--- src/rtl/pbm_pkg.sv ---
package pbm_pkg;

  // ------------------------------------------------------------------
  // Bus and port geometry
  // ------------------------------------------------------------------
  localparam int              APB_ADDR_W   = 8;
  localparam int              APB_DATA_W   = 32;
  localparam int              PORT_W       = 8;

  // ------------------------------------------------------------------
  // Register byte addresses
  // ------------------------------------------------------------------
  localparam logic [7:0]      REG_MCU_CTRL = 8'h00;
  localparam logic [7:0]      REG_PORT_DIR = 8'h04;
  localparam logic [7:0]      REG_PORT_OUT = 8'h08;
  localparam logic [7:0]      REG_PORT_IN  = 8'h0c;

  // ------------------------------------------------------------------
  // Control register fields
  // ------------------------------------------------------------------
  localparam int              CTRL_PUD_BIT   = 4;
  localparam int              CTRL_VECTOR_TABLE_SELECT_BIT = 1;
  localparam int              CTRL_VECTOR_CHANGE_ENABLE_BIT  = 0;
  localparam logic [7:0]      CTRL_RW_MASK   = 8'h13;
  localparam logic [7:0]      CTRL_RESET     = 8'h00;
  localparam logic [7:0]      PORT_RESET     = 8'h00;

  // ------------------------------------------------------------------
  // Pin roles
  // ------------------------------------------------------------------
  localparam int              PIN_OSC_OUT  = 7;
  localparam int              PIN_OSC_IN   = 6;
  localparam int              PIN_SCK      = 5;
  localparam int              PIN_MISO     = 4;
  localparam int              PIN_MOSI     = 3;
  localparam int              PIN_SS       = 2;
  localparam int              PIN_T1A      = 1;
  localparam int              PIN_DIVIDED_CLOCK_OUT     = 0;

  // ------------------------------------------------------------------
  // State of the mux
  // ------------------------------------------------------------------
  typedef struct packed {
    logic [7:0]               ctrl;
    logic [PORT_W-1:0]        dir;
    logic [PORT_W-1:0]        out;
    logic [PORT_W-1:0]        sync1;
    logic [PORT_W-1:0]        sync2;
    logic [APB_DATA_W-1:0]    rdata;
    logic                     err;
  } pbm_state_t;

  localparam pbm_state_t      STATE_RESET = '0;

endpackage

--- src/rtl/pbm_port_b_mux.sv ---
// Decided for this implementation: the APB slave port and the register offsets.
`timescale 1ns/1ps

// How it works
// - Pull-up disable bit kills every pull-up
// - Bit 7 as clock pin reads zero
// - Bit 6 as clock pin reads zero
// - Bit 6 oscillator input unless internal RC
// - Timer oscillator needs internal RC and async
// - Async crystal mode makes bit 7 oscillator output
// - Async mode makes bit 6 oscillator input
// - SPI slave forces clock pin input
// - SPI master forces data-in pin input
// - SPI slave forces master-out pin input
// - SPI slave forces select pin input
// - Slave active only while select low
// - SPI forced-input pull-up follows output bit; oscillator pins get no pull-up
// - Clock pin drives or receives SPI clock
// - Data pins split into in and out
// - Bit 0 feeds timer 1 capture
// - Clock-out fuse drives divided clock on bit 0
// - Pin change sources keep input in sleep, except oscillator pins
// - Pull-up override else pattern 010
// - Direction override else direction bit
// - Input enable override else sleep state
module pbm_port_b_mux
  import pbm_pkg::*;
(
  input  wire logic                  pclk,
  input  wire logic                  presetn,
  input  wire logic                  psel,
  input  wire logic                  penable,
  input  wire logic                  pwrite,
  input  wire logic [APB_ADDR_W-1:0] paddr,
  input  wire logic [APB_DATA_W-1:0] pwdata,
  output logic      [APB_DATA_W-1:0] prdata,
  output logic                       pready,
  output logic                       pslverr,
  input  wire logic [PORT_W-1:0]     pad_in,
  output logic      [PORT_W-1:0]     pad_out,
  output logic      [PORT_W-1:0]     pad_oe_n,
  output logic      [PORT_W-1:0]     pad_pullup,
  input  wire logic                  internal_rc_selected,
  input  wire logic                  external_clock_selected,
  input  wire logic                  async_timer2_clock,
  input  wire logic                  ext_clock_in_select,
  input  wire logic                  clock_out_fuse,
  input  wire logic                  divided_clock_out,
  input  wire logic                  sleep_clamp,
  input  wire logic                  spi_enable_bit,
  input  wire logic                  spi_master_select,
  input  wire logic                  spi_sck_out,
  input  wire logic                  spi_master_out,
  input  wire logic                  spi_slave_out,
  input  wire logic                  t2_compare_a_en,
  input  wire logic                  t2_compare_a_out,
  input  wire logic                  t1_compare_b_en,
  input  wire logic                  t1_compare_b_out,
  input  wire logic                  t1_compare_a_en,
  input  wire logic                  t1_compare_a_out,
  input  wire logic [PORT_W-1:0]     pin_change_mask,
  input  wire logic                  pin_change_group0_en,
  output logic      [PORT_W-1:0]     pin_change_src,
  output logic                       t1_capture_in,
  output logic                       spi_sck_in,
  output logic                       spi_master_in,
  output logic                       spi_slave_in,
  output logic                       spi_slave_active,
  output logic                       osc_amp_in_takeover,
  output logic                       osc_amp_out_takeover,
  output logic                       pullup_disable,
  output logic                       vector_table_select,
  output logic                       vector_change_enable
);

  // ------------------------------------------------------------------
  // State
  // ------------------------------------------------------------------
  pbm_state_t              st_ff;
  pbm_state_t              nxt_st;

  logic                    spi_master;
  logic                    spi_slave;
  logic                    chip_osc_out;
  logic                    chip_osc_in;
  logic                    timer_osc_out;
  logic                    timer_osc_in;
  logic [PORT_W-1:0]       osc_mask;
  logic [PORT_W-1:0]       pullup_override_en;
  logic [PORT_W-1:0]       pullup_override_val;
  logic [PORT_W-1:0]       dir_override_en;
  logic [PORT_W-1:0]       dir_override_val;
  logic [PORT_W-1:0]       value_override_en;
  logic [PORT_W-1:0]       value_override_val;
  logic [PORT_W-1:0]       input_en_override_en;
  logic [PORT_W-1:0]       input_en_override_val;
  logic [PORT_W-1:0]       input_en;
  logic [PORT_W-1:0]       pin_value;
  logic                    apb_setup;
  logic                    apb_write;

  function automatic logic addr_hit(input logic [APB_ADDR_W-1:0] a,
                                    input logic [7:0]            off);
    addr_hit = (a == off);
  endfunction

  assign pullup_disable       = st_ff.ctrl[CTRL_PUD_BIT];
  assign vector_table_select  = st_ff.ctrl[CTRL_VECTOR_TABLE_SELECT_BIT];
  assign vector_change_enable = st_ff.ctrl[CTRL_VECTOR_CHANGE_ENABLE_BIT];

  // ------------------------------------------------------------------
  // Oscillator pin roles
  // ------------------------------------------------------------------
  assign chip_osc_in   = !internal_rc_selected;
  assign chip_osc_out  = !internal_rc_selected
                         && !external_clock_selected;
  assign timer_osc_in  = internal_rc_selected && async_timer2_clock;
  assign timer_osc_out = timer_osc_in && !ext_clock_in_select;
  assign osc_amp_in_takeover  = chip_osc_in  || timer_osc_in;
  assign osc_amp_out_takeover = chip_osc_out || timer_osc_out;

  always_comb begin
    osc_mask              = '0;
    osc_mask[PIN_OSC_OUT] = osc_amp_out_takeover;
    osc_mask[PIN_OSC_IN]  = osc_amp_in_takeover;
  end

  assign spi_master = spi_enable_bit && spi_master_select;
  assign spi_slave  = spi_enable_bit && !spi_master_select;

  // ------------------------------------------------------------------
  // Override signals per pin
  // ------------------------------------------------------------------
  always_comb begin
    pullup_override_en    = '0;
    pullup_override_val   = '0;
    dir_override_en       = '0;
    dir_override_val      = '0;
    value_override_en     = '0;
    value_override_val    = '0;
    input_en_override_en  = pin_change_mask
                            & {PORT_W{pin_change_group0_en}};
    input_en_override_val = '1;

    // Oscillator pins leave port control, input clamped off
    for (int i = PIN_OSC_IN; i <= PIN_OSC_OUT; i++) begin
      if (osc_mask[i]) begin
        pullup_override_en[i]    = 1'b1;
        dir_override_en[i]       = 1'b1;
        input_en_override_en[i]  = 1'b1;
        input_en_override_val[i] = 1'b0;
      end
    end

    // SCK: slave forces input, master drives the SPI clock
    if (spi_slave) begin
      pullup_override_en[PIN_SCK]  = 1'b1;
      pullup_override_val[PIN_SCK] = st_ff.out[PIN_SCK]
                                     && !pullup_disable;
      dir_override_en[PIN_SCK]     = 1'b1;
    end else if (spi_master) begin
      value_override_en[PIN_SCK]   = 1'b1;
      value_override_val[PIN_SCK]  = spi_sck_out;
    end

    // MISO: master forces input, slave drives its output data
    if (spi_master) begin
      pullup_override_en[PIN_MISO]  = 1'b1;
      pullup_override_val[PIN_MISO] = st_ff.out[PIN_MISO]
                                      && !pullup_disable;
      dir_override_en[PIN_MISO]     = 1'b1;
    end else if (spi_slave) begin
      value_override_en[PIN_MISO]   = 1'b1;
      value_override_val[PIN_MISO]  = spi_slave_out;
    end

    // MOSI shares its pin with timer 2 compare A
    if (spi_slave) begin
      pullup_override_en[PIN_MOSI]  = 1'b1;
      pullup_override_val[PIN_MOSI] = st_ff.out[PIN_MOSI]
                                      && !pullup_disable;
      dir_override_en[PIN_MOSI]     = 1'b1;
    end else if (spi_master) begin
      value_override_en[PIN_MOSI]   = 1'b1;
      value_override_val[PIN_MOSI]  = spi_master_out;
    end else if (t2_compare_a_en) begin
      value_override_en[PIN_MOSI]   = 1'b1;
      value_override_val[PIN_MOSI]  = t2_compare_a_out;
    end

    // SS shares its pin with timer 1 compare B
    if (spi_slave) begin
      pullup_override_en[PIN_SS]  = 1'b1;
      pullup_override_val[PIN_SS] = st_ff.out[PIN_SS]
                                    && !pullup_disable;
      dir_override_en[PIN_SS]     = 1'b1;
    end else if (t1_compare_b_en) begin
      value_override_en[PIN_SS]   = 1'b1;
      value_override_val[PIN_SS]  = t1_compare_b_out;
    end

    if (t1_compare_a_en) begin
      value_override_en[PIN_T1A]  = 1'b1;
      value_override_val[PIN_T1A] = t1_compare_a_out;
    end

    // Fuse wins over the direction and output bits, not the pull-up; no reset term, so it runs in reset
    if (clock_out_fuse) begin
      dir_override_en[PIN_DIVIDED_CLOCK_OUT]    = 1'b1;
      dir_override_val[PIN_DIVIDED_CLOCK_OUT]   = 1'b1;
      value_override_en[PIN_DIVIDED_CLOCK_OUT]  = 1'b1;
      value_override_val[PIN_DIVIDED_CLOCK_OUT] = divided_clock_out;
    end
  end

  // ------------------------------------------------------------------
  // Generic pin cell
  // ------------------------------------------------------------------
  // Pad path stays combinational: a register here would delay the
  // peripheral clocks and break clock-out while reset is held.
  for (genvar i = 0; i < PORT_W; i++) begin : g_pin
    logic drive;
    assign drive = dir_override_en[i] ? dir_override_val[i]
                                      : st_ff.dir[i];
    assign pad_oe_n[i]   = !drive;
    assign pad_out[i]    = (drive && value_override_en[i])
                           ? value_override_val[i]
                           : st_ff.out[i];
    assign pad_pullup[i] = pullup_override_en[i]
                           ? pullup_override_val[i]
                           : (!st_ff.dir[i] && st_ff.out[i]
                              && !pullup_disable);
    assign input_en[i]   = input_en_override_en[i]
                           ? input_en_override_val[i]
                           : !sleep_clamp;
  end

  // Clamp after the synchroniser; its first stage still samples the unclamped pad
  assign pin_value      = st_ff.sync2 & input_en;
  assign pin_change_src = pin_value;
  assign t1_capture_in  = pin_value[PIN_DIVIDED_CLOCK_OUT];
  assign spi_sck_in     = pin_value[PIN_SCK];
  assign spi_master_in  = pin_value[PIN_MISO];
  assign spi_slave_in   = pin_value[PIN_MOSI];
  assign spi_slave_active = spi_slave && !pin_value[PIN_SS];

  // ------------------------------------------------------------------
  // APB slave, zero wait states
  // ------------------------------------------------------------------
  assign apb_setup = psel && !penable;
  assign apb_write = psel && penable && pwrite;
  assign pready    = 1'b1;
  assign prdata    = st_ff.rdata;
  assign pslverr   = st_ff.err;

  always_comb begin
    nxt_st       = st_ff;
    nxt_st.sync1 = pad_in;
    nxt_st.sync2 = st_ff.sync1;

    if (apb_write) begin
      if (addr_hit(paddr, REG_MCU_CTRL)) begin
        nxt_st.ctrl = pwdata[7:0] & CTRL_RW_MASK;
      end else if (addr_hit(paddr, REG_PORT_DIR)) begin
        nxt_st.dir = pwdata[PORT_W-1:0];
      end else if (addr_hit(paddr, REG_PORT_OUT)) begin
        nxt_st.out = pwdata[PORT_W-1:0];
      end
    end

    if (apb_setup) begin
      nxt_st.rdata = '0;
      nxt_st.err   = 1'b0;
      if (addr_hit(paddr, REG_MCU_CTRL)) begin
        nxt_st.rdata[7:0] = st_ff.ctrl;
      end else if (addr_hit(paddr, REG_PORT_DIR)) begin
        nxt_st.rdata[PORT_W-1:0] = st_ff.dir & ~osc_mask;
      end else if (addr_hit(paddr, REG_PORT_OUT)) begin
        nxt_st.rdata[PORT_W-1:0] = st_ff.out & ~osc_mask;
      end else if (addr_hit(paddr, REG_PORT_IN)) begin
        nxt_st.rdata[PORT_W-1:0] = pin_value & ~osc_mask;
      end else begin
        nxt_st.err = 1'b1;
      end
    end
  end

  always_ff @(posedge pclk or negedge presetn) begin
    if (!presetn) begin
      st_ff <= STATE_RESET;
    end else begin
      st_ff <= nxt_st;
    end
  end
endmodule // pbm_port_b_mux

--- config.mk ---
export PLATFORM = sky130hd
export DESIGN_NAME = pbm_port_b_mux
export DESIGN_NICKNAME = d
export VERILOG_FILES = /design/src/rtl/pbm_pkg.sv /design/src/rtl/pbm_port_b_mux.sv
export SDC_FILE = /design/constraint.sdc
export NUM_CORES = 1
export LEC_CHECK = 0
export ABC_AREA = 1
export BUFFER_PORTS_ARGS = -buffer_cell sky130_fd_sc_hd__buf_2
export CAP_MARGIN = 20
export CORE_MARGIN = 10
export CORE_UTILIZATION = 44
export CTS_CLUSTER_DIAMETER = 80
export CTS_CLUSTER_SIZE = 24
export DETAILED_ROUTE_END_ITERATION = 8
export PLACE_DENSITY = 0.82
export REMOVE_ABC_BUFFERS = 1
export SYNTH_ARGS = -nofsm -noshare
export SYNTH_HDL_FRONTEND = slang
export SYNTH_SLANG_ARGS = --single-unit
--- constraint.sdc ---
create_clock -name pclk -period 1.5 [get_ports pclk]
set_input_delay 0.45 -clock pclk [delete_from_list [all_inputs] [get_ports pclk]]
set_output_delay 0.45 -clock pclk [all_outputs]
set_load 0.1 [all_outputs]
Word level (Yosys, flattened, before mapping)
Cells that the tools add are included.
{"block": "classes", "n_eq_ne": 3, "mux": 67, "n_bitwise": 8, "n_reduce_logical": 64}
{"cell": "2-to-1 mux 1 bit", "n": 63}
{"cell": "bitwise AND 8 bit", "n": 5}
{"cell": "logical AND 1 bit", "n": 35}
{"cell": "2-to-1 mux 8 bit", "n": 4}
{"cell": "zero test 1 bit", "n": 23}
{"cell": "== test 8 x 4 -> 1 bit, second input constant", "n": 2}
{"cell": "== test 8 x 3 -> 1 bit, second input constant", "n": 1}
{"cell": "zero test 8 bit", "n": 1}
{"cell": "NOT 8 bit", "n": 1}
{"cell": "AND reduction 4 bit", "n": 1}
{"cell": "AND reduction 3 bit", "n": 1}
{"cell": "logical OR 1 bit", "n": 2}
{"cell": "NOT 1 bit", "n": 2}
{"cell": "AND reduction 2 bit", "n": 1}
{"block": "totals", "ff_bits": 44, "inputBits": 80}

Longest topological paths before layout
Gate-level depths: netlist (run 1).
{"block": "depth", "ltp_word": 11, "depth_mapped": 9}

Worst setup path before layout (run 1)
Ideal clock, no wire load.
{"block": "synth_path", "kind": "input port to output port", "start": "input pin_change_group0_en", "end": "output spi_slave_active", "arrival_time_ns": 4.298, "setup_slack_ns": -3.248, "cell_stages": 4, "path_buffers": 1, "cell_sequence": "buf_2 > nand2_1 > a21boi_0 > nor2_1"}
{"block": "synth_via", "elab_chain_cells": 5}
{"element": "from (decl)", "line_no": "pbm_port_b_mux.sv:62", "source": "input wire logic pin_change_group0_en,"}
{"element": "bitwise AND 8 bit", "line_no": "pbm_port_b_mux.sv:142", "source": "& {PORT_W{pin_change_group0_en}};"}
{"element": "2-to-1 mux 1 bit", "line_no": "pbm_port_b_mux.sv:234", "source": "? input_en_override_val[i]"}
{"element": "bitwise AND 8 bit", "line_no": "pbm_port_b_mux.sv:239", "source": "assign pin_value = st_ff.sync2 & input_en;"}
{"element": "named net pin_change_src[2]", "line_no": "pbm_port_b_mux.sv:63", "source": "output logic [PORT_W-1:0] pin_change_src,"}
{"element": "zero test 1 bit", "line_no": "pbm_port_b_mux.sv:245", "source": "assign spi_slave_active = spi_slave && !pin_value[PIN_SS];"}
{"element": "logical AND 1 bit", "line_no": "pbm_port_b_mux.sv:245"}
{"element": "to (decl)", "line_no": "pbm_port_b_mux.sv:68", "source": "output logic spi_slave_active,"}
The timed path passes the listed nets, and every way through them passes these cells.

Worst setup path in the final report (run 1)
{"block": "layout_path", "start": "register st_ff, in the netlist pad_out[7]", "end": "output pad_pullup[7]"}
{"block": "layout_via", "elab_chain_cells": 3}
{"element": "from (decl)", "line_no": "pbm_port_b_mux.sv:79", "source": "pbm_state_t st_ff;"}
{"element": "from (signal assigned)", "line_no": "pbm_port_b_mux.sv:292", "source": "st_ff <= nxt_st;"}
{"element": "logical AND 1 bit", "line_no": "pbm_port_b_mux.sv:231", "source": ": (!st_ff.dir[i] && st_ff.out[i]"}
{"element": "logical AND 1 bit", "line_no": "pbm_port_b_mux.sv:232", "source": "&& !pullup_disable);"}
{"element": "2-to-1 mux 1 bit", "line_no": "pbm_port_b_mux.sv:230", "source": "? pullup_override_val[i]"}
{"element": "to (decl)", "line_no": "pbm_port_b_mux.sv:42", "source": "output logic [PORT_W-1:0] pad_pullup,"}
Every way passes these cells.

==> reports/metrics.cfg, run 1 <==
[pwr]
peakVddDrop_v = 0.000792
p_per_area_nw_per_um2 = 710
total_leakage_power_nw = 2.53

[drt]
wl_met1_um = 4600
wl_met2_um = 7160
vias = 3387
viasPerCell = 5.89
drt-initial-drc-count = 390
drtPass1Iterations = 6
met3_length_um = 1900
wl_per_cell_um = 26.0
routed.top_layer = met4
wl_um = 14900
drcViolationCount = 0
drtAntennaViolNets = 0

[logic_synthesis]
synth_top_cell_by_area = dfrtp_1
ys_top_cells_by_area = dfrtp_1, nand2_1, buf_4
avgSynthCellArea_um2 = 7.73
ys_top_cells_by_count = nand2_1, dfrtp_1, buf_4, inv_1, nor2_1
synth_cell_type_count = 29
yosysTopAreaCellShare_pct = 42.9
async_reset_ff_share_pct = 100
yosysWarnings = 0
synth_most_common_cell = nand2_1
synthCells = 332
ys.flop_type = dfrtp_1
ys_seq_area_share_pct = 42.9
ys_ff_latch = 44
synth-edff-count = 0
synthesis.area_um2 = 2570

[timing]
clock-skew-final_ns = 0.00971
fin_crit_ns = 1.99
hold_ws_ns = 0.0921
fmax_mhz = 503
finalSetupViolCount = 41
period_share_pct = 132
setup_ws_ns = -0.486
hold_violations = 0
slew_violations = 0
rsz0062_at_grt = yes

[worst_setup_path]
r2r_cells = 8
crit_chain = inv_1, nor4_2, buf_4, buf_12
cp_top_family = buffers and inverters
cp_num_buf_inv = 3
cp.required_ns = 1.05
critPathMaxFanout = 2
cp_slowest_cell = dfrtp_1
r2r-start = st_ff[36]
crit_type = reg2out
critPathLaunchType = register
end_kind = primary output
regToRegEndpoint = prdata[3]
r2r_slack_ns = -0.07
cp_slowest_stage_delay_ns = 0.40
worstPathArrival_ns = 1.54

[global_routing]
grtUsageTotal_pct = 24.9
antenna_found_initial = 0
overflow = 0
grt_pass1_wl_um = 17600
grt_pass1_vias = 3250
grt_max_degree = 45

[floorplanning]
fp.coreArea_um2 = 5570
die-area_um2 = 9290
die_y_um = 96.4
rows = 27
num_io_pins = 156
start_util_pct = 46.1
die_w_um = 96.4

[final_layout]
stdcell_area_um2 = 5010
utilization_pct = 89.8
syn_to_final_growth_pct = 95.0
final_nets = 582
final_cells = 575
antenna_cells = 0
drive_gt1_share_pct = 56.7

[placement]
placed_area_um2 = 4160
placed_cells = 543
place_congestion = 0.891
io_buffers = 106
dp_hpwl_um = 7000

[worst_hold_path]
hold_path_class = in2async

[clock_network]
clockBufferDepth = 2
clk_latency_ns = 0.33
path_clk_slew_ns = 0.10
postCtsHoldBufs = 0
ctsRootBufferMaster = clkbuf_8
cts_sinks = 44
cts_max_level = 2
cts_made_buffers = 5
cts_tree = done

[job]
maxCapViolations = 0

[run_status]
outcome = finished, violations left
violations = setup timing

==> final cells by class <==
| type | count | area (µm²) |
|---|---|---|
| Timing Repair Buffer | 185 | 2080 |
| Sequential cell | 44 | 1110 |
| Multi-Input combinational cell | 227 | 1470 |
| Clock inverter | 1 | 7.51 |
| Fill cell | 200 | 567 |
| Inverter | 39 | 164 |
| Clock buffer | 7 | 86.3 |
| Tap cell | 72 | 90.1 |
==> logic make-up after synthesis <==
family / Yosys count / synth area share (%)
AO/OA/AOI/OAI: 38 / 8.58
buffers and inverters: 84 / 18.8
flip-flops: 44 / 42.9
other: 2 / 0.293
AND/OR/NAND/NOR: 164 / 29.5
==> per-layer routing <==
layer | up-vias | track usage (%)
met2 | 368 | 44.5
met5 | - | 0
met1 | 1613 | 24.9
met4 | 0 | 15.3
met3 | 99 | 7.40
li1 | 1307 | -
==> report_power, final <==
group | leakage [nW] | switching [W] | internal, W | total (W)
Combinational | 1.93 | 0.00100 | 0.000451 | 0.00145
Clock | 0.0445 | 0.000476 | 0.000376 | 0.000852
Sequential | 0.548 | 0.0000305 | 0.00122 | 0.00125
Total | 2.53 | 0.00151 | 0.00205 | 0.00355
==> sequential cells by signal, summed over array words and instances (netlist names) <==
register	count
prdata	8
g_pin.drive	1
vector_change_enable	1
pullup_disable	1
pslverr	1
pad_out	2
nxt_st	8
vector_table_select	1
st_ff	21
==> layout by cell type, fill, tap and decap left out, types with 5 or more instances in the layout <==
master / count
inv_1: 23
nand2_1: 80
dfrtp_2: 5
nand2_2: 13
inv_4: 5
o21ai_0: 9
conb_1: 25
buf_2: 48
nor2_4: 18
nand3_1: 18
nand2_4: 9
inv_2: 10
a21oi_1: 7
o21ai_1: 5
buf_12: 54
clkbuf_8: 6
dfrtp_1: 39
nor2_1: 8
buf_4: 51
buf_6: 28
a21boi_4: 5
==> worst register-to-register path: cells and delay by family, from the launching register on <==
family | cells | cell delay (ns)
and+or+nand+nor | 4 | 0.53
buffers and inverters | 3 | 0.40
AOI/OAI and AO/OA | 1 | 0.16
DFF | 1 | 0.38
==> timing repair <==
item                                   4_1_cts  5_1_grt
endpoints found under the hold margin        0        0
resized for setup                          112       55
buffers inserted                            21       16
pin swaps                                   25       15
setup endpoints to repair                   38       49
==> per-stage QoR <==
step	power, W	setup TNS [ns]	setup slack (ns)
final	0.00355	-8.47	-0.486
after global routing	0.00359	-9.05	-0.468
after CTS	0.00336	-5.95	-0.339
after detailed placement	0.00247	-10.71	-0.474
after global placement	0.00245	-7.94	-0.405
after floorplan	0.00201	-89.07	-3.95
==> worst max path at each step <==
stage	from	endpoint	slack, ns	cells past startpoint
3_3_place_gp	spi_enable_bit	pad_out[3]	-0.40	8
2_1_floorplan	pin_change_mask[0]	prdata[0]	-3.95	6
4_1_cts	spi_enable_bit	pad_out[3]	-0.34	9
3_5_place_dp	spi_enable_bit	pad_out[3]	-0.47	8
5_1_grt	pad_out[7]	pad_pullup[7]	-0.47	4
6_report	pad_out[7]	pad_pullup[7]	-0.49	4
Power figures use the tool's default switching activity.
==> run 2: changes to the inputs <==
--- a/constraint.sdc
+++ b/constraint.sdc
@@ -3,2 +3,2 @@
 set_output_delay 0.45 -clock pclk [all_outputs]
-set_load 0.1 [all_outputs]
+set_load 0.005 [all_outputs]
==> run 2 against run 1 <==
The flow still finishes with violations (setup timing). Maximum frequency up 20%. Register-to-register slack improved by 0.46 ns. Largest power group is now sequential cells. Worst setup slack improved by 0.33 ns. Sequential power barely moved. Sequential share of layout area is 8.1 points higher. Final area decreased by 27%. Clock skew down 0.0081 ns. Non-clock buffer count fell by 31. Clock power down 10%. Highest routed layer unchanged.
==> reports/metrics.cfg, run 2 (same netlist as run 1, synthesis figures left out) <==
[run_status]
outcome = finished, violations left
violations = setup timing

[global_routing]
grt_max_degree = 31  ; -31%
antenna_found_initial = 0  ; unchanged
overflow = 0  ; unchanged
grt_pass1_vias = 2532  ; -22%
grt_pass1_wl_um = 11700  ; -33%
grtUsageTotal_pct = 15.8  ; -9.1 points

[worst_setup_path]
worstPathArrival_ns = 1.21  ; -0.33 ns
cp_top_family = flip-flops
cp_slowest_cell = dfrtp_2
cp.required_ns = 1.05  ; about the same
end_kind = primary output
crit_type = reg2out
cp_slowest_stage_delay_ns = 0.47  ; +0.07 ns
crit_chain = buf_6, nor3_2, buf_2
critPathMaxFanout = 6  ; +4
cp_num_buf_inv = 2  ; -1
critPathLaunchType = register

[floorplanning]
start_util_pct = 46.1  ; unchanged
die_y_um = 96.4  ; unchanged
die-area_um2 = 9290  ; unchanged
rows = 27  ; unchanged
fp.coreArea_um2 = 5570  ; unchanged
die_w_um = 96.4  ; unchanged
num_io_pins = 156  ; unchanged

[final_layout]
syn_to_final_growth_pct = 42.1
mostFrequentLayoutCell = buf_2
final_cells = 544  ; -5.4%
final_nets = 551  ; -5.3%
drive_gt1_share_pct = 47.7  ; -9.0 points
layout_common_cells = buf_2, nand2_1, buf_4
regMostFlops = st_ff
largest_reg_flops = 21  ; unchanged
utilization_pct = 65.4  ; -24 points
antenna_cells = 0  ; unchanged

[clock_network]
clockBufferDepth = 2  ; unchanged
clk_latency_ns = 0.29  ; -0.04 ns
cts_max_level = 2  ; unchanged
cts_sinks = 44  ; unchanged
ctsRootBufferMaster = clkbuf_8
path_clk_slew_ns = 0.08  ; -0.02 ns
cts_made_buffers = 5  ; unchanged
cts_tree = done

[drt]
drt-initial-drc-count = 109  ; -72%
vias = 2564  ; -24%
viasPerCell = 4.71  ; -20%
drtPass1Iterations = 4  ; -2
drcViolationCount = 0  ; unchanged
wl_per_cell_um = 15.0  ; -42%
wl_um = 8160  ; -45%
drtAntennaViolNets = 0  ; unchanged

[pwr]
total_leakage_power_nw = 2.08  ; -18%
peakVddDrop_v = 0.000589  ; -26%
p_per_area_nw_per_um2 = 677  ; -4.7%

[placement]
placed_cells = 519  ; -4.4%
place_congestion = 0.827  ; -7.2%
dp_hpwl_um = 6100  ; -13%
io_buffers = 106  ; unchanged
post-place-ws_ns = -0.219  ; +0.254 ns

[timing]
hold_violations = 0  ; unchanged
setup_ws_ns = -0.161  ; +0.326 ns
slew_violations = 0  ; unchanged
fmax_mhz = 602  ; +20%
period_share_pct = 111  ; -22 points
clock-skew-final_ns = 0.00157  ; -0.00813 ns
hold_ws_ns = 0.0575  ; -0.0346 ns
fin_crit_ns = 1.66  ; -0.326 ns
rsz0062_at_grt = yes
finalSetupViolCount = 17  ; -59%
setup_tns_ns = -1.56  ; +6.91 ns

[job]
maxCapViolations = 0  ; unchanged

[worst_hold_path]
hold_path_class = in2async

==> run 2: cell type report <==
type	instances	area, µm²
clock buffer	6	82.6
clock inverter	2	10.0
fill	441	1930
inverter	39	156
multi-input combinational	227	1230
sequential	44	1100
tap	72	90.1
timing repair buffer	154	972
==> run 2: through the flow <==
stage / cell area (µm²) / power [W]
finish: 3650 / 0.00247
floorplan: 2320 / 0.00139
global placement: 3190 / 0.00162
global route: 3650 / 0.00257
detailed placement: 3190 / 0.00163
CTS: 3510 / 0.00243
==> run 2: worst paths after layout <==
check / depth (start not counted) / slack (ns) / startpoint / end
worst max register to register: 5 / 0.39 / st_ff[61] / prdata[4]
max in group asynchronous: 2 / 0.95 / presetn / pullup_disable
worst min register to register: 0 / 0.35 / nxt_st[35] / st_ff[35]
worst min-delay path: 1 / 0.06 / presetn / nxt_st[39]
min in group pclk: 1 / 0.26 / pad_in[1] / nxt_st[34]
worst max-delay path: 3 / -0.16 / pullup_disable / pad_pullup[4]
==> run 2: report_power, final <==
part           leakage [nW]  internal [W]  switching (W)
clock                0.0510      0.000368       0.000396
sequential            0.552       0.00122      0.0000176
combinational          1.48      0.000222       0.000245
==> run 2: worst reg2reg max path: cells and delay by family (launching register included) <==
family | cells | cell delay [ns]
DFF | 1 | 0.44
and+or+nand+nor | 3 | 0.24
AOI/OAI and AO/OA | 1 | 0.17
buffers and inverters | 1 | 0.16
==> run 2: metal layers <==
layer	up-vias	track usage [%]	part of all wire (%)
met4	0	3.63	2.2
met5	-	0	0
met3	20	5.17	10
met1	1185	16.5	34
met2	110	29.9	53
li1	1249	-	-
==> run 2: timing repair <==
item,4_1_cts,5_1_grt
pin swaps,13,11
setup buffers,12,6
gates resized for setup,49,27
setup endpoints to repair,34,28
hold buffers,0,0
==> run 3: changes to the inputs <==
==> constraint.sdc (replaced) <==
create_clock -name pclk -period 1.5 [get_ports pclk]
set_input_delay 0.15 -clock pclk [delete_from_list [all_inputs] [get_ports pclk]]
set_output_delay 0.15 -clock pclk [all_outputs]
set_load 0.005 [all_outputs]
==> run 3 against run 2 <==
The flow now finishes without violations. Flip-flop and latch count did not move. Count of clock-buffer cells in the layout rose by 1. First-iteration DRC count rose by 16%. Via count fell by 6.9%. Critical endpoint is now pad_pullup[5]. Register-to-register slack improved by 0.04 ns. Sequential power barely moved.
==> reports/metrics.cfg, run 3 (same netlist as run 1, synthesis figures left out) <==
[timing]
fin_crit_ns = 1.43  ; -0.235 ns
finalSetupViolCount = 0  ; -17
worst_pin_slew_ns = 0.547
period_share_pct = 95.0  ; -16 points
fmax_mhz = 702  ; +17%
setup_tns_ns = 0  ; +1.56 ns
slew_headroom_pct = 63.5
setup_ws_ns = 0.0746  ; +0.235 ns
rsz0062_at_grt = no
slew_violations = 0  ; unchanged
hold_violations = 0  ; unchanged
clock-skew-final_ns = 0.00433  ; +0.00276 ns

[drt]
viasPerCell = 4.68  ; -0.70%
drt-initial-drc-count = 126  ; +16%
wl_um = 7160  ; -12%
drtAntennaViolNets = 0  ; unchanged
drtPass1Iterations = 5  ; +1
wl_per_cell_um = 14.0  ; -6.4%
drcViolationCount = 0  ; unchanged
vias = 2387  ; -6.9%

[job]
maxCapViolations = 0  ; unchanged

[worst_setup_path]
cp.required_ns = 1.35  ; +0.30 ns
crit_path_frequent_cell = buf_2
cp_top_family = flip-flops
cp_slowest_stage_delay_ns = 0.49  ; +0.02 ns
end_kind = primary output
worstPathArrival_ns = 1.28  ; +0.07 ns
crit_chain = buf_2, nor3_1, buf_2
critPathMaxFanout = 7  ; +1
crit_type = reg2out
cp_slowest_cell = dfrtp_2
critPathLaunchType = register
cp_num_buf_inv = 2  ; unchanged

[floorplanning]
die_w_um = 96.4  ; unchanged
fp.coreArea_um2 = 5570  ; unchanged
start_util_pct = 46.1  ; unchanged
rows = 27  ; unchanged
num_io_pins = 156  ; unchanged
die_y_um = 96.4  ; unchanged
die-area_um2 = 9290  ; unchanged

[global_routing]
overflow = 0  ; unchanged
grt_max_degree = 45  ; +45%
grt_pass1_vias = 2339  ; -7.6%
antenna_found_initial = 0  ; unchanged
grt_pass1_wl_um = 11000  ; -6.5%
grtUsageTotal_pct = 14.7  ; -1.1 points

[clock_network]
cts_tree = done
cts_sinks = 44  ; unchanged
cts_max_level = 2  ; unchanged
ctsRootBufferMaster = clkbuf_8
cts_made_buffers = 5  ; unchanged
clockBufferDepth = 2  ; unchanged
clk_latency_ns = 0.29  ; about the same
path_clk_slew_ns = 0.08  ; about the same

[placement]
post-place-ws_ns = 0.164  ; +0.383 ns
io_buffers = 106  ; unchanged
dp_hpwl_um = 5790  ; -5.1%
place_congestion = 0.831  ; +0.50%

[pwr]
intPower_w = 0.00174  ; -4.0%
peakVddDrop_v = 0.000732  ; +24%
combPwrFrac_pct = 14.4  ; -4.5 points
p_per_area_nw_per_um2 = 741  ; +9.5%
pwr-share-seq_pct = 52.7  ; +2.6 points
total_leakage_power_nw = 1.86  ; -10%
swShare_pct = 25.9  ; -0.79 points
p_sw_w = 0.000607  ; -7.8%
clock_power_share_pct = 32.8  ; +1.9 points

[final_layout]
syn_to_final_growth_pct = 23.2
largest_reg_flops = 21  ; unchanged
antenna_cells = 0  ; unchanged
final_nets = 517  ; -6.2%
regMostFlops = st_ff
layout_common_cells = buf_2, nand2_1, dfrtp_1
drive_gt1_share_pct = 32.6  ; -15 points
mostFrequentLayoutCell = buf_2

[run_status]
outcome = finished clean

[worst_hold_path]
hold_path_class = in2reg

-- run 3: cell count changes in the layout (fill, tap and decap cells not counted), sizes merged --
| cell | before | now |
|---|---|---|
| dlygate4sd3 | 0 | 9 |
| clkinv | 2 | 0 |
| clkinvlp | 0 | 1 |
| buf | 154 | 111 |
| clkbuf | 6 | 7 |
-- run 3: per-layer routing --
layer | up-vias | part of all wire, % | wire [µm] | track usage (%)
met5 | - | 0 | 0 | 0
met4 | 0 | 1.3 | 94 | 4.84
met3 | 11 | 12 | 828 | 5.01
met2 | 102 | 50 | 3600 | 25.3
met1 | 1090 | 37 | 2640 | 16.6
li1 | 1184 | - | - | -
-- run 3: worst paths after layout --
check	startpoint	end	slack, ns	cells after the start
max	pullup_disable	pad_pullup[5]	0.07	3
min	pwdata[5]	st_ff[62]	0.08	3
max reg2reg	pullup_disable	prdata[4]	0.43	5
min reg2reg	nxt_st[37]	st_ff[37]	0.35	0
max in group asynchronous	presetn	pullup_disable	0.64	3
min in group asynchronous	presetn	st_ff[39]	0.46	3
-- run 3: layout make-up --
class	instances	area, µm²
repair buffers	120	656
well taps	72	90.1
clock inverters	1	7.51
multi-input cells	227	1070
clock buffers	7	86.3
flip-flops and latches	44	1100
fillers	540	2410
inverters	39	149
-- run 3: power by group through the flow --
| stage | combinational, W | clock (W) | sequential [W] |
|---|---|---|---|
| 2_1_floorplan | 0.000129 | 0 | 0.00126 |
| 3_3_place_gp | 0.000311 | 0 | 0.00126 |
| 3_5_place_dp | 0.000318 | 0 | 0.00126 |
| 4_1_cts | 0.000337 | 0.000783 | 0.00124 |
| 5_1_grt | 0.000386 | 0.000836 | 0.00124 |
| 6_report | 0.000339 | 0.000770 | 0.00124 |
-- run 3: through the flow --
step                      cells  util [%]  power (W)  hold slack, ns  cell area, µm²
after floorplan             310         -    0.00139          -0.146            2320
after global placement      491      53.2    0.00157           0.255            2960
after detailed placement    491      53.2    0.00158           0.259            2960
after CTS                   508      56.5    0.00236          0.0757            3150
after global routing        510      56.8    0.00246          0.0785            3160
final                       510      56.8    0.00234          0.0775            3160
-- run 3: worst register-to-register path, cell delays in order, from the launching register on --
cell     delay (ns)
dfrtp_2        0.47
buf_2          0.22
inv_1          0.06
a21oi_1        0.14
nand2_1        0.07
nand2_1        0.05
-- run 3: what timing repair did --
action | CTS | global route
endpoints found under the setup margin | 1 | 2
setup buffers | 0 | 2
resized for setup | 1 | 1
endpoints found under the hold margin | 52 | 0
hold buffers | 9 | 0
